==> src/rsr_pkg.sv <==
package rsr_pkg;
  // ==========================================================================
  // Timing
  // ==========================================================================
  localparam int unsigned SYS_CLK_MHZ = 250;
  localparam int unsigned HOLD_SHORT_CYC = 66;
  localparam int unsigned HOLD_LONG_CYC = 5000;
  localparam int unsigned OSC_START_NS = 4000;
  localparam int unsigned OSC_START_CYC = (OSC_START_NS * SYS_CLK_MHZ + 999) / 1000;
  localparam int unsigned PIN_MIN_LOW_CYC = 4;
  localparam int unsigned STOP_GLITCH_CYC = 8;
  localparam int unsigned WAKE_MIN_CYC = 4;
  localparam int unsigned CNT_W = 16;
  localparam int unsigned NUM_GPIO = 8;

  // ==========================================================================
  // Reset-cause record
  // ==========================================================================
  localparam int unsigned CAUSE_SUPPLY_BIT = 7;
  localparam int unsigned CAUSE_STOP_BIT = 6;
  localparam int unsigned CAUSE_WDT_BIT = 5;
  localparam int unsigned CAUSE_PIN_BIT = 4;
  localparam logic [7:0] CAUSE_RESET = 8'h80;
  localparam logic [15:0] RESET_VECTOR_ADDR = 16'h0002;

  typedef enum logic [2:0] {
    RSR_SUPPLY, RSR_PIN, RSR_WDT, RSR_DEBUG, RSR_WAKE_GPIO, RSR_WAKE_WDT
  } rsr_cause_t;
endpackage

==> src/rsr_hold_if.sv <==
`timescale 1ns/1ps
`default_nettype none
interface rsr_hold_if;
  import rsr_pkg::*;
  logic start;
  logic long_sel;
  logic add_osc;
  logic busy;
  logic done;
  modport ctrl (output start, output long_sel, output add_osc, input busy, input done);
  modport timer (input start, input long_sel, input add_osc, output busy, output done);
endinterface
`default_nettype wire

==> src/rsr_hold_timer.sv <==
`timescale 1ns/1ps
`default_nettype none
module rsr_hold_timer (
  input wire logic sys_clk,
  input wire logic nrst,
  rsr_hold_if.timer hold
);
  import rsr_pkg::*;

  // ==========================================================================
  // Hold-off counter
  // ==========================================================================
  logic [CNT_W-1:0] cnt_q;
  logic busy_q;
  logic done_q;

  function automatic logic [CNT_W-1:0] hold_len(input logic long_sel, input logic add_osc);
    logic [CNT_W-1:0] base;
    base = long_sel ? CNT_W'(HOLD_LONG_CYC) : CNT_W'(HOLD_SHORT_CYC);
    return add_osc ? CNT_W'(base + CNT_W'(OSC_START_CYC)) : base;
  endfunction

  assign hold.busy = busy_q;
  assign hold.done = done_q;

  always_ff @(posedge sys_clk) begin
    if (!nrst) begin
      cnt_q <= '0;
      busy_q <= 1'b0;
      done_q <= 1'b0;
    end else begin
      done_q <= 1'b0;
      // A new start restarts the count so a later cause extends the hold
      if (hold.start) begin
        cnt_q <= CNT_W'(hold_len(hold.long_sel, hold.add_osc) - 1'b1);
        busy_q <= 1'b1;
      end else if (busy_q) begin
        if (cnt_q == '0) begin
          busy_q <= 1'b0;
          done_q <= 1'b1;
        end else begin
          cnt_q <= CNT_W'(cnt_q - 1'b1);
        end
      end
    end
  end
endmodule
`default_nettype wire

==> src/rsr_reset_ctrl.sv <==
`timescale 1ns/1ps
`default_nettype none
// Overview of operation
// - After supply rises, hold reset until counter expires; longer with crystal.
// - Leaving supply-rise reset sets supply_rise_flag; processor fetches vector.
// - Brown-out forces reset and holds it while supply stays low.
// - Brown-out recovery runs full supply-rise sequence, setting supply_rise_flag.
// - brownout_keep_alive decides if brown-out detection works in stop state.
// - Watchdog time-out resets when select is 1, else raises interrupt.
// - Watchdog reset sets watchdog_timeout_flag.
// - Reset pin low four cycles always resets; three may. In stop the code needs 8 cycles.
// - Stay in reset while pin low; leave on first edge after release.
// - Pin reset sets pin_reset_flag.
// - Drive reset pin low open-drain during reset or when GPIO asks.
// - After internal reset keep pin low until hold-off elapses.
// - Debugger request resets all but debug unit, self-clears, sets supply flag.
// - Stop recovery holds processor 66 or 5000 cycles plus oscillator start.
// - Stop recovery touches only watchdog and oscillator control registers.
// - After stop recovery enable internal oscillator and select it.
// - At end of reset or recovery, fetch vector at 0002h/0003h.
// - Stop recovery sets sleep_wake_flag in watchdog control readout.
// - In stop, watchdog or GPIO wakes; pin or debug pin fully resets.
// - Watchdog time-out in stop sets watchdog and sleep-wake flags.
// - Enabled GPIO change either way wakes; short pulses ignored.
// - Port input register frozen in stop; captures only lasting levels.
// - Reset pin low in stop passes glitch filter before resetting.
// - Hold-off is 66 cycles, 5000 with crystal enabled.
// - Reading cause record clears its upper four flags.
module rsr_reset_ctrl (
  input wire logic sys_clk,
  input wire logic nrst,
  input wire logic supply_ok,
  input wire logic brownout_detector,
  input wire logic brownout_keep_alive,
  input wire logic xtal_enable,
  input wire logic watchdog_reset_select,
  input wire logic wdt_timeout,
  input wire logic debugger_reset_request,
  input wire logic debug_pin_n,
  input wire logic reset_pin_in_n,
  input wire logic gpio_reset_drive,
  input wire logic stop_request,
  input wire logic [rsr_pkg::NUM_GPIO-1:0] gpio_in,
  input wire logic [rsr_pkg::NUM_GPIO-1:0] gpio_wake_en,
  input wire logic cause_read,
  output logic sys_reset_n,
  output logic cpu_reset_n,
  output logic debug_unit_reset_n,
  output logic debugger_request_clear,
  output logic reset_pin_out,
  output logic reset_pin_oe,
  output logic stop_active,
  output logic brownout_enable,
  output logic wdt_irq,
  output logic internal_rc_osc_en,
  output logic clk_sel_rc,
  output logic wdt_ctl_restore,
  output logic vector_fetch,
  output logic [15:0] vector_addr,
  output logic [7:0] reset_cause_reg,
  output logic [rsr_pkg::NUM_GPIO-1:0] port_input_reg
);
  import rsr_pkg::*;

  typedef enum {ST_SYS_HOLD, ST_PIN_WAIT, ST_RUN, ST_STOP, ST_WAKE_HOLD} rsr_state_t;

  // ==========================================================================
  // Declarations
  // ==========================================================================
  rsr_hold_if hold ();
  rsr_state_t state_q;
  logic pin_s1_q, pin_s2_q;
  logic [3:0] pin_low_cnt_q;
  logic pin_reset_ev;
  logic bo_active;
  logic sys_ev;
  rsr_cause_t sys_cause;
  logic wake_ev;
  rsr_cause_t wake_cause_d, wake_cause_q;
  rsr_cause_t sys_cause_q;
  logic [NUM_GPIO-1:0] gpio_ref_q;
  logic [NUM_GPIO-1:0] wake_diff;
  logic [3:0] wake_cnt_q;
  logic sys_reset_n_q, cpu_reset_n_q, dbg_n_q, clr_q, pin_oe_q, stop_q, bo_en_q, irq_q;
  logic rc_en_q, rc_sel_q, wdt_rest_q, vec_q, irq_pend_q;
  logic [7:0] cause_q;
  logic [NUM_GPIO-1:0] port_q;

  rsr_hold_timer u_hold (
    .sys_clk(sys_clk),
    .nrst(nrst),
    .hold(hold)
  );

  // ==========================================================================
  // Reset pin filter
  // ==========================================================================
  always_ff @(posedge sys_clk) begin
    if (!nrst) begin
      pin_s1_q <= 1'b1;
      pin_s2_q <= 1'b1;
    end else begin
      pin_s1_q <= reset_pin_in_n;
      pin_s2_q <= pin_s1_q;
    end
  end

  // Our own drive must not be read back as an external reset
  always_ff @(posedge sys_clk) begin
    if (!nrst) begin
      pin_low_cnt_q <= '0;
    end else if (pin_s2_q || pin_oe_q) begin
      pin_low_cnt_q <= '0;
    end else if (pin_low_cnt_q != 4'hf) begin
      pin_low_cnt_q <= pin_low_cnt_q + 4'h1;
    end
  end

  // Three samples suffice in run so a four-cycle low always triggers
  assign pin_reset_ev = (state_q == ST_STOP) ?
    (pin_low_cnt_q >= 4'(STOP_GLITCH_CYC)) :
    (pin_low_cnt_q >= 4'(PIN_MIN_LOW_CYC - 1));

  // ==========================================================================
  // Reset source priority
  // ==========================================================================
  assign bo_active = brownout_detector && (state_q != ST_STOP || brownout_keep_alive);

  always_comb begin
    sys_ev = 1'b1;
    sys_cause = RSR_SUPPLY;
    if (!supply_ok || bo_active) begin
      sys_cause = RSR_SUPPLY;
    end else if (pin_reset_ev && state_q != ST_SYS_HOLD && state_q != ST_PIN_WAIT) begin
      sys_cause = RSR_PIN;
    end else if (wdt_timeout && watchdog_reset_select && state_q == ST_RUN) begin
      sys_cause = RSR_WDT;
    end else if (debugger_reset_request && state_q == ST_RUN) begin
      sys_cause = RSR_DEBUG;
    end else if (!debug_pin_n && state_q == ST_STOP) begin
      sys_cause = RSR_DEBUG;
    end else begin
      sys_ev = 1'b0;
    end
  end

  // ==========================================================================
  // Stop-state wake detection
  // ==========================================================================
  assign wake_diff = (gpio_in ^ gpio_ref_q) & gpio_wake_en;

  always_ff @(posedge sys_clk) begin
    if (!nrst) begin
      gpio_ref_q <= '0;
      wake_cnt_q <= '0;
    end else if (state_q != ST_STOP) begin
      gpio_ref_q <= gpio_in;
      wake_cnt_q <= '0;
    end else if (wake_diff == '0) begin
      wake_cnt_q <= '0;
    end else if (wake_cnt_q != 4'hf) begin
      wake_cnt_q <= wake_cnt_q + 4'h1;
    end
  end

  always_comb begin
    wake_ev = 1'b0;
    wake_cause_d = RSR_WAKE_GPIO;
    if (state_q == ST_STOP) begin
      if (wdt_timeout) begin
        wake_ev = 1'b1;
        wake_cause_d = RSR_WAKE_WDT;
      end else if (wake_cnt_q >= 4'(WAKE_MIN_CYC - 1) && wake_diff != '0) begin
        wake_ev = 1'b1;
      end
    end
  end

  assign hold.start = sys_ev || wake_ev;
  assign hold.long_sel = xtal_enable;
  assign hold.add_osc = wake_ev && !sys_ev;

  // ==========================================================================
  // Sequencer
  // ==========================================================================
  always_ff @(posedge sys_clk) begin
    if (!nrst) begin
      state_q <= ST_SYS_HOLD;
      sys_cause_q <= RSR_SUPPLY;
      wake_cause_q <= RSR_WAKE_GPIO;
    end else if (sys_ev) begin
      state_q <= ST_SYS_HOLD;
      sys_cause_q <= sys_cause;
    end else begin
      unique case (state_q)
        ST_SYS_HOLD: begin
          // Our own drive reads back low for a few cycles, so wait for a clean high after a hold; with no hold running, go straight to run
          if (hold.done) begin
            state_q <= ST_PIN_WAIT;
          end else if (!hold.busy && !hold.start) begin
            state_q <= ST_RUN;
          end
        end
        ST_PIN_WAIT: begin
          if (pin_s2_q) begin
            state_q <= ST_RUN;
          end
        end
        ST_RUN: begin
          if (stop_request) begin
            state_q <= ST_STOP;
          end
        end
        ST_STOP: begin
          if (wake_ev) begin
            state_q <= ST_WAKE_HOLD;
            wake_cause_q <= wake_cause_d;
          end
        end
        ST_WAKE_HOLD: begin
          if (hold.done) begin
            state_q <= ST_RUN;
          end
        end
      endcase
    end
  end

  // ==========================================================================
  // Reset outputs and pin driver
  // ==========================================================================
  always_ff @(posedge sys_clk) begin
    if (!nrst) begin
      sys_reset_n_q <= 1'b0;
      cpu_reset_n_q <= 1'b0;
      dbg_n_q <= 1'b0;
      pin_oe_q <= 1'b1;
      stop_q <= 1'b0;
    end else begin
      sys_reset_n_q <= !sys_ev && state_q != ST_SYS_HOLD && state_q != ST_PIN_WAIT;
      cpu_reset_n_q <= !sys_ev && !wake_ev && (state_q == ST_RUN || state_q == ST_STOP);
      // Debug unit survives its own request
      dbg_n_q <= !(sys_ev && sys_cause != RSR_DEBUG);
      // Pin is released when the hold ends; pin-wait is held by the outside
      pin_oe_q <= sys_ev || (state_q == ST_SYS_HOLD && !hold.done) || gpio_reset_drive;
      stop_q <= (state_q == ST_STOP) && !wake_ev && !sys_ev;
    end
  end

  // ==========================================================================
  // Wake side effects
  // ==========================================================================
  always_ff @(posedge sys_clk) begin
    if (!nrst) begin
      rc_en_q <= 1'b1;
      rc_sel_q <= 1'b1;
      wdt_rest_q <= 1'b0;
      vec_q <= 1'b0;
      irq_q <= 1'b0;
      irq_pend_q <= 1'b0;
      clr_q <= 1'b0;
      bo_en_q <= 1'b1;
    end else begin
      // Only these two control blocks are touched on wake
      wdt_rest_q <= wake_ev && !sys_ev;
      rc_en_q <= rc_en_q || wake_ev || sys_ev;
      rc_sel_q <= rc_sel_q || wake_ev || sys_ev;
      vec_q <= !sys_ev && ((state_q == ST_PIN_WAIT && pin_s2_q) || (state_q == ST_WAKE_HOLD && hold.done));
      clr_q <= sys_ev && sys_cause == RSR_DEBUG && debugger_reset_request;
      bo_en_q <= !(state_q == ST_STOP && !brownout_keep_alive);
      if (sys_ev) begin
        irq_pend_q <= 1'b0;
      end else if (wake_ev && wake_cause_d == RSR_WAKE_WDT && !watchdog_reset_select) begin
        irq_pend_q <= 1'b1;
      end else if (state_q == ST_WAKE_HOLD && hold.done) begin
        irq_pend_q <= 1'b0;
      end
      // Interrupt pulses as the wake hold ends, in the vector-fetch cycle while cpu_reset_n is still low
      irq_q <= (state_q == ST_RUN && wdt_timeout && !watchdog_reset_select) ||
               (state_q == ST_WAKE_HOLD && hold.done && irq_pend_q);
    end
  end

  // ==========================================================================
  // Cause record
  // ==========================================================================
  always_ff @(posedge sys_clk) begin
    if (!nrst) begin
      cause_q <= CAUSE_RESET;
    end else if (state_q == ST_SYS_HOLD && hold.done || state_q == ST_WAKE_HOLD && hold.done) begin
      // New cause wins over a read in the same cycle
      cause_q <= '0;
      unique case (state_q == ST_WAKE_HOLD ? wake_cause_q : sys_cause_q)
        RSR_SUPPLY, RSR_DEBUG: cause_q[CAUSE_SUPPLY_BIT] <= 1'b1;
        RSR_PIN: cause_q[CAUSE_PIN_BIT] <= 1'b1;
        RSR_WDT: cause_q[CAUSE_WDT_BIT] <= 1'b1;
        RSR_WAKE_GPIO: cause_q[CAUSE_STOP_BIT] <= 1'b1;
        RSR_WAKE_WDT: begin
          cause_q[CAUSE_STOP_BIT] <= 1'b1;
          cause_q[CAUSE_WDT_BIT] <= 1'b1;
        end
        default: cause_q <= CAUSE_RESET;
      endcase
    end else if (cause_read) begin
      cause_q[7:4] <= 4'h0;
    end
  end

  // ==========================================================================
  // Port input capture
  // ==========================================================================
  always_ff @(posedge sys_clk) begin
    if (!nrst) begin
      port_q <= '0;
    end else if (state_q == ST_RUN || (state_q == ST_WAKE_HOLD && hold.done)) begin
      port_q <= gpio_in;
    end
  end

  assign sys_reset_n = sys_reset_n_q;
  assign cpu_reset_n = cpu_reset_n_q;
  assign debug_unit_reset_n = dbg_n_q;
  assign debugger_request_clear = clr_q;
  assign reset_pin_out = 1'b0;
  assign reset_pin_oe = pin_oe_q;
  assign stop_active = stop_q;
  assign brownout_enable = bo_en_q;
  assign wdt_irq = irq_q;
  assign internal_rc_osc_en = rc_en_q;
  assign clk_sel_rc = rc_sel_q;
  assign wdt_ctl_restore = wdt_rest_q;
  assign vector_fetch = vec_q;
  assign vector_addr = RESET_VECTOR_ADDR;
  assign reset_cause_reg = cause_q;
  assign port_input_reg = port_q;
endmodule
`default_nettype wire

==> config.mk <==
export PLATFORM = sky130hd
export DESIGN_NAME = rsr_reset_ctrl
export DESIGN_NICKNAME = d
export VERILOG_FILES = /design/src/rsr_pkg.sv /design/src/rsr_hold_if.sv /design/src/rsr_hold_timer.sv /design/src/rsr_reset_ctrl.sv
export SDC_FILE = /design/constraint.sdc
export NUM_CORES = 1
export LEC_CHECK = 0
export BUFFER_PORTS_ARGS = -buffer_cell sky130_fd_sc_hd__buf_2
export CAP_MARGIN = 20
export CORE_MARGIN = 3
export CORE_UTILIZATION = 49
export CTS_CLUSTER_SIZE = 10
export DETAILED_ROUTE_END_ITERATION = 10
export GPL_ROUTABILITY_DRIVEN = 0
export PLACE_DENSITY = 0.73
export REMOVE_ABC_BUFFERS = 1
export SLEW_MARGIN = 20
export SYNTH_ARGS = -nofsm -noshare
export SYNTH_HDL_FRONTEND = slang
export SYNTH_SLANG_ARGS = --single-unit
==> constraint.sdc <==
create_clock -name sys_clk -period 7.9 [get_ports sys_clk]
set_input_delay 1.58 -clock sys_clk [delete_from_list [all_inputs] [get_ports sys_clk]]
set_output_delay 1.58 -clock sys_clk [all_outputs]
set_load 0.03 [all_outputs]
Word-level counts from Yosys, hierarchy flattened
Index checks and enable logic that the tools add are counted.

Flip-flop bits (word level): 99. Bits in latches: 0. Bits in writable memories: 0. ROM bits: 0. Input bits: 30. Output and inout bits: 45. Word-level logic and storage cells: 180. Memories kept: 0.

$add $sub $neg: 5. Multiply operators: 0. Div/mod/pow operators: 0. Order comparisons: 3. Equal/unequal tests: 25. Shifts and indexed selects: 0. Multiplexer cells: 41. Bitwise gates (word level): 5. Reduce and logical (&&, ||, !) cells: 75.

Operator list (number): $mux 32 (6); $pmux 32 s5 (1); $eq 32x2->1 const B (3); $eq 32x3->1 const B (3); $logic_not 32->1 (2); $mux 16 (4); $eq 32x1->1 const B (1); $eq 32x4->1 const B (1); $ne 32x2->1 const B (1); $ne 32x3->1 const B (1); $reduce_bool 32->1 (1); $sub 16x1->16 const B (2); $logic_and 1x1->1 (30); $mux 1 (21); $add 16x10->16 const B (1); $logic_not 16->1 (1); $logic_or 1x1->1 (15); $mux 13 (1); $logic_not 1->1 (11); $mux 2 (5); $eq 3x3->1 const B (3); $add 4x1->4 const B (2); $and 8x8->8 (1); $ge 4x2->1 const B (2); 20 further kinds (35).

Logic depth before layout (Yosys ltp)
Gate-level depths: netlist of the first run.

Word-level depth: 13. Depth in mapped cells: 17. Mapped depth without buffers: 15.

Cells and area by module
A second synthesis of the first run with hierarchy kept.

Cells, all modules: 403. Area total of the unflattened synthesis: 3477.1 um2.

By module, submodules not included: rsr_reset_ctrl (instances 1, cells each 269, area each 2367.3 um2, sequential area each 980.9 um2); rsr_hold_timer (instances 1, cells each 134, area each 1109.8 um2, sequential area each 360.3 um2).

Least setup slack after synthesis of the first run
Ideal clock, no wire load.

Path type: input -> register. Start: input port gpio_in[4] (netlist name). End: register u_hold.cnt_q[14]. Setup time: 0.123 ns. Arrival: 4.093 ns. Data required time: 7.777 ns. Path slack: 3.684 ns. Cell stages on the path: 14. Buffers on the path: 1. Cell sequence: xor2_1 > a22oi_1 > nand4_1 > nand3_1 > nand2_1 > clkbuf_1 > o21bai_1 > ha_1 > nand3b_1 > nor4_1 > nand4b_1 > a21oi_2 > nand2_1 > mux2_1.

Word-level cells in the longest chain between the ends: 11. Elaborated cells between the ends (all ways): 15. Those cells by class: add/sub: 1; eq/ne: 1; mux: 5; bitwise: 2; reduce/logical: 6.

RTL lines: start: declaration (RTL line rsr_reset_ctrl.sv:43) `input wire logic [rsr_pkg::NUM_GPIO-1:0] gpio_in,`; $xor 8x8->8 (*) (RTL line rsr_reset_ctrl.sv:150) `assign wake_diff = (gpio_in ^ gpio_ref_q) & gpio_wake_en;`; $and 8x8->8 (*) (RTL line rsr_reset_ctrl.sv:150); $reduce_bool 8->1 (*) (RTL line rsr_reset_ctrl.sv:173) `end else if (wake_cnt_q >= 4'(WAKE_MIN_CYC - 1) && wake_diff != '0) begin`; $logic_and 1x1->1 (*) (RTL line rsr_reset_ctrl.sv:173); $mux 1 (*) (RTL line rsr_reset_ctrl.sv:173); $mux 1 (*) (RTL line rsr_reset_ctrl.sv:170) `if (wdt_timeout) begin`; $mux 1 (*) (RTL line rsr_reset_ctrl.sv:169) `if (state_q == ST_STOP) begin`; $logic_and 1x1->1 (RTL line rsr_reset_ctrl.sv:181) `assign hold.add_osc = wake_ev && !sys_ev;`; $mux 16 (RTL line rsr_hold_timer.sv:20) `return add_osc ? CNT_W'(base + CNT_W'(OSC_START_CYC)) : base;`; $sub 16x1->16 (RTL line rsr_hold_timer.sv:35) `cnt_q <= CNT_W'(hold_len(hold.long_sel, hold.add_osc) - 1'b1);`; $mux 16 (RTL line rsr_hold_timer.sv:34) `if (hold.start) begin`; end signal: assignment (RTL line rsr_hold_timer.sv:35); end signal: assignment (RTL line rsr_hold_timer.sv:42) `cnt_q <= CNT_W'(cnt_q - 1'b1);`; end: declaration (RTL line rsr_hold_timer.sv:13) `logic [CNT_W-1:0] cnt_q;`.

Mark *: on every way between the ends. The rest lies on a longest branch, timed or not. A chain may end at the register's enable or synchronous reset.

Worst setup path after layout of the first run
Start: input port gpio_in[6] (netlist name). End: register u_hold.cnt_q[14].

The elaborated chain is that of the path after synthesis.

==> run metrics, run 1 <==
CTS clock-pin slew for the worst setup and hold paths 0.08 ns; CP endpoint kind register; most used cell, CP nand2_1; first-pass GRT wire length 13000 µm; DRC 0; PortBufs 53; Final ANT Viol Nets 0; number of global-route vias before repair 2816; Max H-tree Level 3; syn avg cell area 8.46 µm²; area delta synth->final 13.2%; Yosys warnings 0; die area 0.00807 mm²; clock root cell clkbuf_8; largest area contributor in the netlist dfxtp_1; CP cell instances buf_2 > xor2_1 > a22oi_1 > nand4_1 > nand3_1 > nand2_1 > o21bai_1 > ha_1 > nand3b_1 > nor4_1 > nand4b_1 > a21oi_2 > nand2_1 > mux2_1; peak clock frequency supported by timing 0.221 GHz; core outline area 0.00657 mm²; max reg flops 16; commonest non-fill, non-tap cell in the layout dfxtp_1; die width 89.8 µm; worst hold path class register to register; dominant cells by area after synthesis dfxtp_1 39%, nor2_1 5.8%, buf_4 4.8%; Slew headroom 28.4%; fin. max-slew vios 0; Mapped Area 0.00344 mm²; antenna violations before repair 0; Clock Path Buffers 2; Crit Reg-Reg Endpoint u_hold.cnt_q[14]; worst-path fanout max 13; DR pass1 iterations 5; Remaining Overflow, GRT 0; R2R Setup Slk 3.83 ns; I/O pins 75; Worst path max stage delay 0.37 ns; Syn Inst Count 407; Crit path required time 8.13 ns; n_diodes 0; clk_lat worst skew 0.36 ns; Initial Util 52.4%; critical path class primary input to register; CTS-repair resized insts 0; Reg2Reg Depth 13; Top FF cell, synth dfxtp_1; Critical Path Source Type primary input; WP buf/inv 1; DR iter-0 viols 159; reg2reg start state_q[2]; Seq cells post-synth 67; die height 89.8 µm; total number of vias 2973; VDD IR-drop max 122 µV; Final nets 495; clock sinks 67; Post-synth EDFFs 0; Final HPWL DP 5540 µm; Util after Layout 59.3%; routed wire length 7590 µm; register area share after synthesis 39.0%; PD cells 187 mW/mm²; Worst path top cell family by delay simple AND/OR/NAND/NOR gates; Setup TNS 0 ns; status completed; layout cells sized above 1 18.5%; gr usage total 19.7%; min cycle time layout 4.52 ns; largest net degree at the start of global routing 30; Hold-fix buffers, CTS 0; row cnt 29; Synth top area share 39.0%; DR vias/cell 5.34; final period utilization 57.2%; Distinct cells, synth 61; clock skew 0.0151 ns; cell count of the worst hold path 1; hold_sp pin_s1_q; Slew @ Worst Pin 1.07 ns; P_leak 1.60 nW; ys async rst share 0%; Fin. Hold Viols 0; RSZ-0062 raised after global routing no; CP arrival 4.75 ns; Slowest-stage cell, CP nor4_1; # setup viols final 0; commonest non-fill, non-tap cells in the layout 67 x dfxtp_1, 53 x nor2_1, 53 x buf_2, 39 x nand2_1, 30 x a21oi_1; setup bufs post-CTS 0; cts bufs inserted 9; CTS tree done; max cap viols 0; DR WL/cell 13.6 µm; WHS Endpoint pin_s2_q
## per-stage QoR
step / setup slack, ns / cells / hold WS, ns / power, mW / cell area, µm²
finish: 3.38 / 557 / 0.419 / 0.727 / 3900
CTS: 3.42 / 557 / 0.425 / 0.736 / 3900
global route: 3.04 / 557 / 0.428 / 0.763 / 3900
floorplan: 3.53 / 392 / 0.386 / 0.428 / 3300
detailed placement: 3.03 / 541 / 0.404 / 0.455 / 3700
global placement: 3.19 / 541 / 0.396 / 0.454 / 3700
## synth_stat cells (3+ instances only)
cell type   n
a22oi_1     5
buf_4      22
o21ai_0    10
buf_2       3
and3_1      3
nor3_1     15
nand2b_1    4
xor2_1     14
nand2_1    39
a21oi_1    30
or3_1       7
ha_1        6
nand3_1    17
mux2i_1    11
nor2_1     53
clkbuf_1    9
xnor2_1    11
nand4_1     7
inv_1      12
a211oi_1    6
dfxtp_1    67
nor2b_1     3
a31oi_1     5
nor3b_1     3
## cell type report
class,count,area [µm²]
clock buffers,10,128
fillers,592,2670
inverters,12,45.0
clock inverters,6,65.1
repair buffers,56,288
well taps,93,116
multi-input cells,313,1910
flip-flops and latches,67,1340
## worst reg2reg max path, cell delays in order (launching register included)
cell,delay [ns]
dfxtp_1,0.65
inv_1,0.25
a21oi_1,0.63
a2111oi_4,0.15
nand2_1,0.36
and2_1,0.23
o21bai_1,0.12
ha_1,0.27
nand3b_1,0.14
nor4_1,0.37
nand4b_1,0.17
a21oi_2,0.22
nand2_1,0.08
mux2_1,0.31
## how the worst max path moves through the flow
stage	start	end	depth (start not counted)
after CTS	gpio_in[6]	u_hold.cnt_q[14]	14
after global routing	gpio_in[2]	u_hold.cnt_q[14]	15
after detailed placement	gpio_in[6]	u_hold.cnt_q[14]	14
final	gpio_in[6]	u_hold.cnt_q[14]	14
after floorplan	gpio_in[4]	u_hold.cnt_q[14]	14
after global placement	gpio_in[6]	u_hold.cnt_q[14]	14
## per-layer routing
layer	part of all wire [%]	GRT usage, %
met1	44	24.2
met2	48	32.3
met3	7.3	6.93
met4	1.3	6.39
met5	0	0
## power by group
group	internal [mW]	switching (mW)	total, mW
Clock	0.146	0.133	0.279
Combinational	0.0321	0.0598	0.0919
Sequential	0.347	0.00897	0.356
Total	0.525	0.201	0.727
## logic make-up after synthesis
kind of cell	synth area share [%]
compound gates	16.5
buf+inv	7.52
xor+xnor	6.36
simple gates	24.8
mux	3.53
other cells	0.218
fa+ha+maj	2.18
flops	39.0
Power figures use the tool's default switching activity.
==> inputs of run 2 (changes only) <==
Settings changed: ABC_AREA set to 1, PLACE_DENSITY 0.73 to 0.76.
Clock period 7.9 ns to 3.7 ns, I/O delays scaled along.
==> run 2 against run 1 <==
Compared with the run above: sequential share of layout area decreased by 1.1 points; global-route usage about the same; hold slack about the same; routed wire length increased by 3.3%; register-to-register slack got worse by 3.2 ns; critical path depth increased by 4; flip-flop and latch count unchanged; critical path type is now register to register; largest power group unchanged; highest routed layer unchanged.
==> run metrics, run 2 <==
status completed; layout cells sized above 1 19.8% (+1.3 points); Initial Util 51.1% (-1.3 points); post-synthesis mux area share 0% (-3.5 points); complex-gate fraction of the synthesized area 13.6% (-2.8 points); DR WL/cell 12.0 µm (-12%); Worst Setup SP state_q[0]; die width 90.9 µm (+1.2%); Distinct cells, synth 39 (-36%); peak clock frequency supported by timing 0.321 GHz; min cycle time layout 3.11 ns; clock root cell clkbuf_8; Setup TNS 0 ns (unchanged); Critical Path Source Type register; Simple-Gate Fraction of Synth Area 30.5% (+5.7 points); die area 0.00826 mm² (+2.4%); Final HPWL DP 5750 µm (+3.8%); worst-path fanout max 19 (+6); CTS clock-pin slew for the worst setup and hold paths 0.08 ns (about the same); Hold-fix buffers, CTS 0 (unchanged); Max H-tree Level 3 (unchanged); Final nets 586 (+18%); largest family of logic cells by synthesized area simple AND/OR/NAND/NOR gates; CTS-repair resized insts 0 (unchanged); syn avg cell area 7.12 µm² (-16%); number of global-route vias before repair 2948 (+4.7%); total number of vias 3212 (+8.0%); Yosys warnings 0 (unchanged); Final ANT Viol Nets 0 (unchanged); setup bufs post-CTS 0 (unchanged); CTS tree done; clk_lat worst skew 0.35 ns (about the same); most frequent cells after synthesis 80 x nand2_1, 71 x inv_1, 67 x dfxtp_1, 44 x nand3_1, 40 x nor2_1; P_leak 1.96 nW (+23%); largest area contributor in the netlist dfxtp_1; row cnt 30 (+3.4%); Clock Path Buffers 2 (unchanged); DR iter-0 viols 105 (-34%); clock sinks 67 (unchanged); Top FF cell, synth dfxtp_1; largest net degree at the start of global routing 41 (+37%); core outline area 0.00691 mm² (+5.2%); die height 90.9 µm (+1.2%); Remaining Overflow, GRT 0 (unchanged); worst setup margin 0.589 ns (-2.79 ns); Seq cells post-synth 67 (unchanged); I/O pins 75 (unchanged); max reg flops 16 (unchanged); routed wire length 7840 µm (+3.3%); worst hold path class register to register; Syn Inst Count 496 (+22%); clock skew 0.00929 ns (-0.00582 ns); Synth Area in XOR/XNOR 0.992% (-5.4 points); final period utilization 84.1%; commonest non-fill, non-tap cell in the layout nand2_1; PD cells 430 mW/mm² (+130%); VDD IR-drop max 207 µV (+70%); Synth Area in Adders 2.13% (-0.056 points); register area share after synthesis 38.0% (-0.99 points); commonest non-fill, non-tap cells in the layout 80 x nand2_1, 71 x inv_1, 67 x dfxtp_1, 53 x buf_2, 44 x nand3_1; CP endpoint kind register; Post-synth EDFFs 0 (unchanged); hold_sp pin_s1_q; n_diodes 0 (unchanged); max cap viols 0 (unchanged); ys async rst share 0% (unchanged); dominant cells by area after synthesis dfxtp_1 38%, nand2_1 8.5%, inv_1 7.5%; Fin. Hold Viols 0 (unchanged); antenna violations before repair 0 (unchanged); PortBufs 53 (unchanged); # setup viols final 0 (unchanged); area delta synth->final 14.1%; most numerous cell in the Yosys netlist nand2_1; Mapped Area 0.00353 mm² (+2.6%); DR vias/cell 4.93 (-7.6%); reg2reg start state_q[0]; DR pass1 iterations 5 (unchanged); critical path class register to register; cts bufs inserted 9 (unchanged); first-pass GRT wire length 13400 µm (+2.7%); dpl ws 0.564 ns (-2.47 ns); RSZ-0062 raised after global routing no; gr usage total 19.6% (-0.039 points); Synth top area share 38.0% (-0.99 points); DRC 0 (unchanged); fin. max-slew vios 0 (unchanged); CP arrival 3.36 ns (-1.39 ns); Crit path required time 3.94 ns (-4.19 ns)
run 2: changes by cell type in the layout (fill, tap and decap cells not counted), sizes merged, moves of 5 or more:
| cell | change |
|---|---|
| mux2i | -11 |
| nand2 | +54 |
| xnor2 | -10 |
| or2 | +5 |
| a22oi | -5 |
| or3 | -8 |
| o21ai | +24 |
| nand3 | +29 |
| inv | +64 |
| nor3 | -8 |
| xor2 | -11 |
| nand2b | -5 |
| a21oi | +6 |
run 2: final timing paths:
path                       to  slack (ns)  cells past startpoint
max          u_hold.cnt_q[14]        0.59                     18
min                  pin_s2_q        0.42                      1
max reg2reg  u_hold.cnt_q[14]        0.59                     18
min reg2reg          pin_s2_q        0.42                      1
run 2: worst max-delay path, stage by stage, from the launching register on:
cell      delay, ns
dfxtp_1        0.49
nand3_4        0.25
inv_4          0.18
nand2_2        0.06
a21boi_2       0.20
nand2_2        0.09
nor2_4         0.31
nand2_2        0.22
nand2_1        0.10
o21ai_1        0.11
inv_1          0.08
ha_1           0.19
nand2_1        0.11
nor2_4         0.18
nand3_2        0.11
nor2_2         0.12
nand4_1        0.09
nand2_1        0.07
nor2_1         0.04
run 2: layout make-up:
cell class | count | area (µm²)
tap | 96 | 120
sequential | 67 | 1340
multi-input combinational | 339 | 1750
inverter | 77 | 292
timing repair buffer | 56 | 288
clock inverter | 6 | 114
fill | 677 | 2880
clock buffer | 10 | 128
run 2: logic make-up after synthesis:
logic type | Yosys count
xor gates and xnor gates | 4
buffers and inverters | 109
adders and majority gates | 6
and+or+nand+nor | 220
AOI/OAI and AO/OA | 88
other | 2
DFF | 67
run 2: per-stage QoR:
| step | util (%) | hold slack, ns | total power [mW] | cells | cell area (µm²) |
|---|---|---|---|---|---|
| 2_1_floorplan | - | 0.393 | 0.940 | 483 | 3380 |
| 3_3_place_gp | 54.8 | 0.400 | 0.999 | 635 | 3790 |
| 3_5_place_dp | 54.8 | 0.405 | 1.00 | 635 | 3790 |
| 6_report | 58.3 | 0.419 | 1.73 | 651 | 4030 |
| 4_1_cts | 58.3 | 0.423 | 1.74 | 651 | 4030 |
| 5_1_grt | 58.3 | 0.431 | 1.81 | 651 | 4030 |
run 2: metal layers:
layer | track usage [%] | part of all wire, % | vias up
li1 | - | - | 1666
met1 | 25.0 | 45 | 1438
met2 | 32.4 | 47 | 94
met3 | 5.00 | 6.0 | 14
met4 | 6.78 | 1.9 | 0
met5 | 0 | 0 | -
run 2: report_power, final:
part | leakage (nW) | internal (mW) | switching, mW
Combinational | 1.30 | 0.0706 | 0.152
Sequential | 0.547 | 0.745 | 0.0184
Clock | 0.113 | 0.449 | 0.295
Total | 1.96 | 1.26 | 0.466
